## src/core/bus_own_pkg.sv

```systemverilog
`default_nettype none
package bus_own_pkg;
  // arbitration modes
  localparam logic MODE_TWO_WIRE = 1'h0;
  localparam logic MODE_THREE_WIRE = 1'h1;
  // reset values of the pin-facing outputs (active low pins, negated)
  localparam logic BD_N_RESET = 1'h1;
  localparam logic BR_N_RESET = 1'h1;
  localparam logic BUS_OE_N_RESET = 1'h1;
  localparam logic TS_RESET = 1'h0;
  typedef enum logic [1:0] {
    ST_RESET,
    ST_ALT_MASTER_OWNED,
    ST_IMPLICIT,
    ST_EXPLICIT
  } own_state_e;
endpackage
`default_nettype wire

```

## src/core/bus_own_fsm.sv

```systemverilog
`default_nettype none
module bus_own_fsm (
  input wire logic CLK_I,
  input wire logic RESETN_I,
  input wire logic WDOG_RESET_I,
  input wire logic MODE_I,
  input wire logic BUS_GRANT_IN_N_I,
  input wire logic BUS_LOCK_BIT_I,
  input wire logic INTERNAL_BUS_REQUEST_I,
  input wire logic BURST_LAST_I,
  input wire logic TRANSFER_ACK_I,
  input wire logic TRANSFER_ERROR_ACK_I,
  output logic BUS_DRIVEN_OUT_N_O,
  output logic BUS_REQUEST_OUT_N_O,
  output logic BUS_OE_N_O,
  output logic TRANSFER_START_O,
  output logic BUSY_O,
  output bus_own_pkg::own_state_e STATE_O
);
  import bus_own_pkg::*;

  // ****************************************
  // reset release and input synchronisers
  // ****************************************
  logic rst_s1_r;
  logic rst_n;
  logic [3:0] sync1_r;
  logic [3:0] sync2_r;
  logic grant;
  logic mode_three;
  logic lock;
  logic wdog;
  logic ack_any;
  logic burst_last;

  always_ff @(posedge CLK_I or negedge RESETN_I) begin
    if (!RESETN_I) begin
      rst_s1_r <= 1'h0;
      rst_n <= 1'h0;
    end else begin
      rst_s1_r <= 1'h1;
      rst_n <= rst_s1_r;
    end
  end

  // pins are asynchronous to this clock; acks and burst marker come from the
  // bus cycle engine on this clock and are used directly
  // the synchroniser wakes with grant negated, so nothing drives before the pin is seen
  always_ff @(posedge CLK_I or negedge rst_n) begin
    if (!rst_n) begin
      sync1_r <= 4'h1;
      sync2_r <= 4'h1;
    end else begin
      sync1_r <= {MODE_I, BUS_LOCK_BIT_I, WDOG_RESET_I, BUS_GRANT_IN_N_I};
      sync2_r <= sync1_r;
    end
  end

  assign grant = ~sync2_r[0];
  assign wdog = sync2_r[1];
  assign lock = sync2_r[2];
  assign mode_three = (sync2_r[3] == MODE_THREE_WIRE);
  assign ack_any = TRANSFER_ACK_I | TRANSFER_ERROR_ACK_I;
  assign burst_last = BURST_LAST_I;

  // ****************************************
  // transfer progress
  // ****************************************
  logic busy_r;
  logic start_now;
  logic end_of_cycle;
  own_state_e state_r;
  own_state_e state_nxt;

  // acks outside a transfer are ignored, so a stray pulse cannot end a cycle
  // a cycle ends only on the acknowledge of the last transfer of a series, or on a watchdog reset
  assign end_of_cycle = busy_r & ack_any & burst_last;
  assign start_now = INTERNAL_BUS_REQUEST_I & ~busy_r & grant &
                     (state_r == ST_IMPLICIT || state_r == ST_EXPLICIT);

  always_ff @(posedge CLK_I or negedge rst_n) begin
    if (!rst_n) begin
      busy_r <= 1'h0;
    end else if (wdog) begin
      busy_r <= 1'h0;
    end else if (start_now) begin
      busy_r <= 1'h1;
    end else if (end_of_cycle) begin
      busy_r <= 1'h0;
    end
  end

  // ****************************************
  // ownership state machine
  // ****************************************
  // a start from alternate-master ownership waits one cycle in explicit
  // ownership, so the lines are already driven when the first transfer begins
  always_comb begin
    state_nxt = state_r;
    case (state_r)
      ST_RESET: begin
        state_nxt = grant ? ST_IMPLICIT : ST_ALT_MASTER_OWNED;
      end
      ST_IMPLICIT: begin
        if (!grant) begin
          state_nxt = ST_ALT_MASTER_OWNED;
        end else if (lock || INTERNAL_BUS_REQUEST_I) begin
          state_nxt = ST_EXPLICIT;
        end
      end
      ST_EXPLICIT: begin
        if (!grant && !lock) begin
          if (!busy_r || end_of_cycle) begin
            state_nxt = ST_ALT_MASTER_OWNED;
          end
        end
      end
      ST_ALT_MASTER_OWNED: begin
        if (grant) begin
          state_nxt = (lock || INTERNAL_BUS_REQUEST_I) ? ST_EXPLICIT : ST_IMPLICIT;
        end
      end
      default: begin
        state_nxt = ST_RESET;
      end
    endcase
  end

  always_ff @(posedge CLK_I or negedge rst_n) begin
    if (!rst_n) begin
      state_r <= ST_RESET;
    end else if (wdog) begin
      state_r <= ST_RESET;
    end else begin
      state_r <= state_nxt;
    end
  end

  // ****************************************
  // pin outputs, all registered and always driven
  // ****************************************
  logic drive_nxt;
  logic ts_nxt;
  logic req_nxt;

  // bus-driven and bus drive follow the next state so they rise with a start from implicit ownership
  assign drive_nxt = ~wdog & (state_nxt == ST_EXPLICIT);
  // start only with a pending request; lock alone never starts a transfer
  assign ts_nxt = ~wdog & start_now & (state_nxt == ST_EXPLICIT);
  // request stands through the start cycle and drops once busy is seen, or as
  // soon as the core withdraws; it only says that the core wants the bus
  assign req_nxt = ~wdog & mode_three & INTERNAL_BUS_REQUEST_I & ~busy_r;

  // bus-driven and the shared bus enable switch together, so a released bus
  // never shows the driven indicator with floating lines, or the reverse
  always_ff @(posedge CLK_I or negedge rst_n) begin
    if (!rst_n) begin
      BUS_DRIVEN_OUT_N_O <= BD_N_RESET;
      BUS_OE_N_O <= BUS_OE_N_RESET;
    end else begin
      BUS_DRIVEN_OUT_N_O <= ~drive_nxt;
      BUS_OE_N_O <= ~drive_nxt;
    end
  end

  always_ff @(posedge CLK_I or negedge rst_n) begin
    if (!rst_n) begin
      TRANSFER_START_O <= TS_RESET;
    end else begin
      TRANSFER_START_O <= ts_nxt;
    end
  end

  // request and bus-driven are plain flops with a defined reset level; they are
  // never left floating and must not share a wired-or line with other masters
  always_ff @(posedge CLK_I or negedge rst_n) begin
    if (!rst_n) begin
      BUS_REQUEST_OUT_N_O <= BR_N_RESET;
    end else begin
      BUS_REQUEST_OUT_N_O <= ~req_nxt;
    end
  end

  always_ff @(posedge CLK_I or negedge rst_n) begin
    if (!rst_n) begin
      BUSY_O <= 1'h0;
    end else begin
      BUSY_O <= busy_r;
    end
  end

  // loaded from the same next-state value as the machine, so observers see
  // the ownership that the pins express in the same cycle
  always_ff @(posedge CLK_I or negedge rst_n) begin
    if (!rst_n) begin
      STATE_O <= ST_RESET;
    end else begin
      STATE_O <= wdog ? ST_RESET : state_nxt;
    end
  end

  // ****************************************
  // assertions
  // ****************************************
  // ownership states and bus drive
  a_release_idle: assert property (@(posedge CLK_I) disable iff (!rst_n)
    (state_r != ST_EXPLICIT) |-> BUS_OE_N_O)
    else $error("bus driven outside explicit ownership");
  a_implicit_quiet: assert property (@(posedge CLK_I) disable iff (!rst_n)
    (state_r == ST_IMPLICIT) |-> (BUS_DRIVEN_OUT_N_O && BUS_OE_N_O))
    else $error("implicit ownership drives the bus");
  a_explicit_drive: assert property (@(posedge CLK_I) disable iff (!rst_n)
    (state_r == ST_EXPLICIT) |-> (!BUS_DRIVEN_OUT_N_O && !BUS_OE_N_O))
    else $error("explicit ownership without bus drive");
  a_grant_keeps: assert property (@(posedge CLK_I) disable iff (!rst_n)
    (state_r == ST_EXPLICIT && grant && !wdog) |=> (state_r == ST_EXPLICIT && !BUS_DRIVEN_OUT_N_O))
    else $error("ownership dropped while granted");
  a_oe_with_bd: assert property (@(posedge CLK_I) disable iff (!rst_n)
    BUS_OE_N_O == BUS_DRIVEN_OUT_N_O)
    else $error("bus enable and bus driven disagree");
  a_state_mirror: assert property (@(posedge CLK_I) disable iff (!rst_n)
    STATE_O == state_r)
    else $error("state output differs from the machine");

  // state transitions
  a_wdog_reset: assert property (@(posedge CLK_I) disable iff (!rst_n)
    wdog |=> (state_r == ST_RESET))
    else $error("watchdog did not force reset");
  a_reset_exit: assert property (@(posedge CLK_I) disable iff (!rst_n)
    (state_r == ST_RESET && !wdog) |=> (state_r == (grant ? ST_IMPLICIT : ST_ALT_MASTER_OWNED)))
    else $error("wrong exit from reset");
  a_implicit_loss: assert property (@(posedge CLK_I) disable iff (!rst_n)
    (state_r == ST_IMPLICIT && !grant && !wdog) |=> (state_r == ST_ALT_MASTER_OWNED))
    else $error("implicit ownership kept without grant");
  a_implicit_stay: assert property (@(posedge CLK_I) disable iff (!rst_n)
    (state_r == ST_IMPLICIT && grant && !lock && !INTERNAL_BUS_REQUEST_I && !wdog) |=> (state_r == ST_IMPLICIT))
    else $error("implicit ownership left without cause");
  a_implicit_lock: assert property (@(posedge CLK_I) disable iff (!rst_n)
    (state_r == ST_IMPLICIT && grant && lock && !wdog) |=> (state_r == ST_EXPLICIT && !BUS_DRIVEN_OUT_N_O))
    else $error("lock did not take explicit ownership");
  a_am_wait: assert property (@(posedge CLK_I) disable iff (!rst_n)
    (state_r == ST_ALT_MASTER_OWNED && !grant && !wdog) |=> (state_r == ST_ALT_MASTER_OWNED && BUS_DRIVEN_OUT_N_O))
    else $error("alternate-master ownership left without grant");
  a_am_grant_idle: assert property (@(posedge CLK_I) disable iff (!rst_n)
    (state_r == ST_ALT_MASTER_OWNED && grant && !lock && !INTERNAL_BUS_REQUEST_I && !wdog) |=>
    (state_r == ST_IMPLICIT))
    else $error("idle grant did not give implicit ownership");
  a_am_grant_req: assert property (@(posedge CLK_I) disable iff (!rst_n)
    (state_r == ST_ALT_MASTER_OWNED && grant && (lock || INTERNAL_BUS_REQUEST_I) && !wdog) |=>
    (state_r == ST_EXPLICIT && !BUS_DRIVEN_OUT_N_O))
    else $error("grant with demand did not give explicit ownership");

  // release rules
  a_hold_in_cycle: assert property (@(posedge CLK_I) disable iff (!rst_n)
    (state_r == ST_EXPLICIT && busy_r && !end_of_cycle && !wdog) |=> (state_r == ST_EXPLICIT))
    else $error("bus released mid cycle");
  a_lock_keeps: assert property (@(posedge CLK_I) disable iff (!rst_n)
    (state_r == ST_EXPLICIT && lock && !wdog) |=> (state_r == ST_EXPLICIT))
    else $error("bus released while locked");
  a_free_release: assert property (@(posedge CLK_I) disable iff (!rst_n)
    (state_r == ST_EXPLICIT && !busy_r && !grant && !lock && !wdog) |=> (state_r == ST_ALT_MASTER_OWNED))
    else $error("idle bus kept after grant loss");
  a_release_on_end: assert property (@(posedge CLK_I) disable iff (!rst_n)
    (state_r == ST_EXPLICIT && end_of_cycle && !grant && !lock && !wdog) |=>
    (state_r == ST_ALT_MASTER_OWNED && BUS_DRIVEN_OUT_N_O && BUS_OE_N_O))
    else $error("no release at end of cycle");

  // transfer start and termination
  a_ts_with_bd: assert property (@(posedge CLK_I) disable iff (!rst_n)
    TRANSFER_START_O |-> !BUS_DRIVEN_OUT_N_O)
    else $error("transfer start without bus driven");
  a_implicit_start: assert property (@(posedge CLK_I) disable iff (!rst_n)
    (state_r == ST_IMPLICIT && grant && INTERNAL_BUS_REQUEST_I && !busy_r && !wdog) |=>
    (TRANSFER_START_O && !BUS_DRIVEN_OUT_N_O))
    else $error("request in implicit ownership did not start");
  a_start_needs_req: assert property (@(posedge CLK_I) disable iff (!rst_n)
    !INTERNAL_BUS_REQUEST_I |=> !TRANSFER_START_O)
    else $error("transfer started without a request");
  a_ts_pulse: assert property (@(posedge CLK_I) disable iff (!rst_n)
    TRANSFER_START_O |=> !TRANSFER_START_O)
    else $error("transfer start longer than one cycle");
  a_no_start_busy: assert property (@(posedge CLK_I) disable iff (!rst_n)
    busy_r |=> !TRANSFER_START_O)
    else $error("transfer started inside a cycle");
  a_burst_holds: assert property (@(posedge CLK_I) disable iff (!rst_n)
    (busy_r && ack_any && !burst_last && !wdog) |=> busy_r)
    else $error("cycle ended before the last transfer");
  a_error_ends: assert property (@(posedge CLK_I) disable iff (!rst_n)
    (busy_r && TRANSFER_ERROR_ACK_I && burst_last) |=> !busy_r)
    else $error("error acknowledge did not end the cycle");
  a_busy_follows: assert property (@(posedge CLK_I) disable iff (!rst_n)
    BUSY_O == $past(busy_r))
    else $error("busy output does not follow the cycle");

  // bus request
  a_req_two_wire: assert property (@(posedge CLK_I) disable iff (!rst_n)
    !mode_three |=> BUS_REQUEST_OUT_N_O)
    else $error("request asserted in two-wire mode");
  a_req_pending: assert property (@(posedge CLK_I) disable iff (!rst_n)
    (mode_three && INTERNAL_BUS_REQUEST_I && !busy_r && !wdog) |=> !BUS_REQUEST_OUT_N_O)
    else $error("pending request not shown");
  a_req_through_ts: assert property (@(posedge CLK_I) disable iff (!rst_n)
    (TRANSFER_START_O && $past(mode_three)) |-> !BUS_REQUEST_OUT_N_O)
    else $error("request dropped before the transfer started");
  a_req_withdrawn: assert property (@(posedge CLK_I) disable iff (!rst_n)
    !INTERNAL_BUS_REQUEST_I |=> BUS_REQUEST_OUT_N_O)
    else $error("request kept after withdrawal");

  // ****************************************
  // cover points
  // ****************************************
  c_lock_entry: cover property (@(posedge CLK_I) disable iff (!rst_n)
    state_r == ST_IMPLICIT && lock ##1 state_r == ST_EXPLICIT);
  c_request_entry: cover property (@(posedge CLK_I) disable iff (!rst_n)
    state_r == ST_IMPLICIT && INTERNAL_BUS_REQUEST_I ##1 TRANSFER_START_O);
  c_released: cover property (@(posedge CLK_I) disable iff (!rst_n)
    state_r == ST_EXPLICIT && busy_r ##1 state_r == ST_ALT_MASTER_OWNED);
  c_three_wire_req: cover property (@(posedge CLK_I) disable iff (!rst_n)
    !BUS_REQUEST_OUT_N_O ##[1:8] TRANSFER_START_O);
  c_error_end: cover property (@(posedge CLK_I) disable iff (!rst_n)
    busy_r && TRANSFER_ERROR_ACK_I && burst_last ##1 !busy_r);
endmodule
`default_nettype wire

```

## config.mk

```make
export PLATFORM = sky130hd
export DESIGN_NAME = bus_own_fsm
export DESIGN_NICKNAME = d
export VERILOG_FILES = /design/src/core/bus_own_pkg.sv /design/src/core/bus_own_fsm.sv
export SDC_FILE = /design/constraint.sdc
export NUM_CORES = 1
export LEC_CHECK = 0
export BUFFER_PORTS_ARGS = -buffer_cell sky130_fd_sc_hd__buf_4
export CORE_MARGIN = 5
export CORE_UTILIZATION = 30
export DETAILED_ROUTE_END_ITERATION = 10
export PLACE_DENSITY = 0.57
export SLEW_MARGIN = 10
export SYNTH_ARGS = -nofsm -noshare
export SYNTH_HDL_FRONTEND = slang
export SYNTH_SLANG_ARGS = --single-unit
export TNS_END_PERCENT = 30
```

## constraint.sdc

```tcl
create_clock -name CLK_I -period 0.8 [get_ports CLK_I]
set_input_delay 0.12 -clock CLK_I [delete_from_list [all_inputs] [get_ports CLK_I]]
set_output_delay 0.12 -clock CLK_I [all_outputs]
set_load 0.02 [all_outputs]
```

==> flow_summary.json <==
{
  "io_pins": 17,
  "die_area_sq_um": 2790,
  "area_growth_pct": 65.1,
  "dp_cells": 80,
  "critPathKind": "register to register",
  "critPathBufInv": 0,
  "cts_tree": "done",
  "setup_ws_ns": -0.344,
  "critical_path_required_ns": 0.98,
  "synth_seq_area_share": 0.784,
  "run_status": "complete, but fails checks",
  "drv_slew": 0,
  "ir_worst_vdd_uv": 1310,
  "min_path_type": "input pin to async pin",
  "drtIter0Drc": 4,
  "ctsRootBufferMaster": "clkbuf_4",
  "clkTransAtPathRegs_ns": 0.09,
  "core_sq_um": 1730,
  "cts_buffer_depth": 2,
  "fin_total_pwr_mw": 1.61,
  "design_area_sq_um": 907,
  "crit_fanout": 3,
  "finalSetupTns_ns": -3.02,
  "pre_cts_ws_ns": -0.384,
  "ff2ff_path_depth": 3,
  "worstPathCellList": "a2111oi_4 > nor3_2 > and4_1",
  "cpPeakStageDelay_ns": 0.44,
  "fp-row-count": 15,
  "h-tree-depth": 1,
  "power.leakage_nw": 0.407,
  "timing.fmax_mhz": 874,
  "final_hold_viol_count": 0,
  "worstSetupEndpointType": "register",
  "diodes": 0,
  "utilization": 0.525,
  "track_usage": 0.0826,
  "grt_pass1_wl_um": 1610,
  "grt_max_degree": 16,
  "violations": "setup timing",
  "grt_pass1_vias": 412,
  "p_per_area_nw_per_um2": 1770,
  "drt-total-wl_um": 1040,
  "cts_buffers": 3,
  "dp_hpwl_um": 738,
  "routedWlPerCell_um": 11.4,
  "regToRegSetupSlack_ns": -0.34,
  "yosys_warnings": 0,
  "syn-num-nets": 44,
  "cp.arrival_ns": 1.32,
  "yosysUniqueCellTypes": 18,
  "antenna_found_initial": 0,
  "ys_ff_latch": 17,
  "insertion_delay_ns": 0.28,
  "postSynthCellCount": 34,
  "rr_startpoint": "state_r[0]$_DFF_PN0_",
  "placed_area_sq_um": 753,
  "drt_first_pass_iters": 2,
  "port_buffers": 16,
  "start_kind": "register",
  "wl_met2_um": 523,
  "final_cells": 91,
  "finalNetCount": 77,
  "drive_gt1_frac": 0.636,
  "via_per_inst": 4.29,
  "num_vias": 390,
  "synth.avg_cell_area_sq_um": 16.2,
  "clock-skew-final_ns": 0.000792,
  "start_util": 0.318,
  "maxCapViolCount": 0,
  "die_h_um": 52.8,
  "top_layer": "met4",
  "wl_met3_um": 122,
  "setup_viol": 12,
  "synthesis.area_sq_um": 549,
  "final_antenna_net_count": 0,
  "crit_path_top_delay_cell": "dfrtp_2",
  "grt_overflow": 0,
  "cts.sinks": 17,
  "hold_slack_ns": 0.146,
  "drt-met1-wl_um": 368,
  "die_x_um": 52.8,
  "r2r_end": "TRANSFER_START_O$_DFF_PN0_",
  "fin_crit_ns": 1.14,
  "drc_errors": 0,
  "post-route-period-util": 1.43,
  "finalWeightedCongestion": 0.783,
  "crit_family": "flip-flops",
  "grt_setup_unrepaired": "yes"
}
area by class of cell:
cell class                 count  area (sq um)
clock buffer                   3          22.5
timing repair buffer          29           264
sequential                    17           433
clock inverter                 1          5.00
tap                           25          31.3
inverter                       1          3.75
fill                         162           820
multi-input combinational     15           148
flip-flops by register name, indices dropped and copies added, names as in the netlist:
signal,cells
rst_s1_r,1
rst_n,1
BUS_OE_N_O,1
BUSY_O,1
TRANSFER_START_O,1
busy_r,1
state_r,2
sync1_r,4
BUS_REQUEST_OUT_N_O,1
sync2_r,4
Yosys cell counts, drive strengths merged:
library cell / instances / area (sq um)
a2111oi: 1 / 15.0
a32oi: 1 / 8.76
and4: 2 / 18.8
buf: 1 / 7.51
conb: 1 / 3.75
dfrtp: 13 / 325
dfstp: 4 / 105
inv: 1 / 3.75
nand2: 1 / 3.75
nand3: 1 / 5.00
nand3b: 1 / 7.51
nor2: 1 / 3.75
nor2b: 1 / 6.26
nor3: 2 / 15.0
o21ai: 2 / 10.0
o21ba: 1 / 10.0
worst max path at each step:
stage	startpoint	end	slack, ns	depth (start not counted)
finish	state_r[0]$_DFF_PN0_	TRANSFER_START_O$_DFF_PN0_	-0.34	3
global route	state_r[0]$_DFF_PN0_	TRANSFER_START_O$_DFF_PN0_	-0.40	3
CTS	state_r[1]$_DFF_PN0_	TRANSFER_START_O$_DFF_PN0_	-0.36	3
detailed placement	state_r[0]$_DFF_PN0_	TRANSFER_START_O$_DFF_PN0_	-0.38	4
global placement	state_r[0]$_DFF_PN0_	TRANSFER_START_O$_DFF_PN0_	-0.33	3
floorplan	state_r[0]$_DFF_PN0_	TRANSFER_START_O$_DFF_PN0_	-0.40	3
logic make-up after synthesis:
kind of cell / synth area share
flip-flops: 0.784
other: 0.00683
AND/OR/NAND/NOR: 0.109
buffers and inverters: 0.0205
AO/OA/AOI/OAI: 0.0797
power by group:
part	total, mW	switching [mW]	internal (mW)
sequential	0.942	0.0314	0.910
combinational	0.228	0.0940	0.134
clock	0.437	0.251	0.186
placed cells by master (no fill, tap or decap):
cell type | netlist | routed
buf_4 | 1 | 15
dfrtp_1 | 13 | 11
buf_6 | 0 | 9
dlygate4sd3_1 | 0 | 5
dfstp_2 | 4 | 4
clkbuf_4 | 0 | 3
nor3_2 | 1 | 2
o21ai_0 | 2 | 2
dfrtp_2 | 0 | 2
a2111oi_4 | 0 | 1
inv_2 | 0 | 1
nor2b_1 | 1 | 1
and4_1 | 1 | 1
and4_4 | 0 | 1
nand3_4 | 0 | 1
nand2_2 | 0 | 1
nand3b_1 | 1 | 1
o21ba_4 | 0 | 1
a32oi_1 | 1 | 1
nor2_1 | 1 | 1
clkinv_2 | 0 | 1
conb_1 | 1 | 1
repair_timing:
| action | CTS | global route |
|---|---|---|
| hold endpoints to repair | 6 | 0 |
| gates cloned | 0 | 0 |
| hold buffers | 5 | 0 |
| setup endpoints to repair | 12 | 13 |
| pin swaps | 6 | 5 |
| buffers inserted | 2 | 1 |
| resized for setup | 11 | 6 |
routing by layer:
layer,track usage,vias to the layer above
met1,0.0806,182
met5,0,-
met3,0.0370,4
li1,-,181
met2,0.134,23
met4,0.0638,0
(Power assumes the default switching activity.)
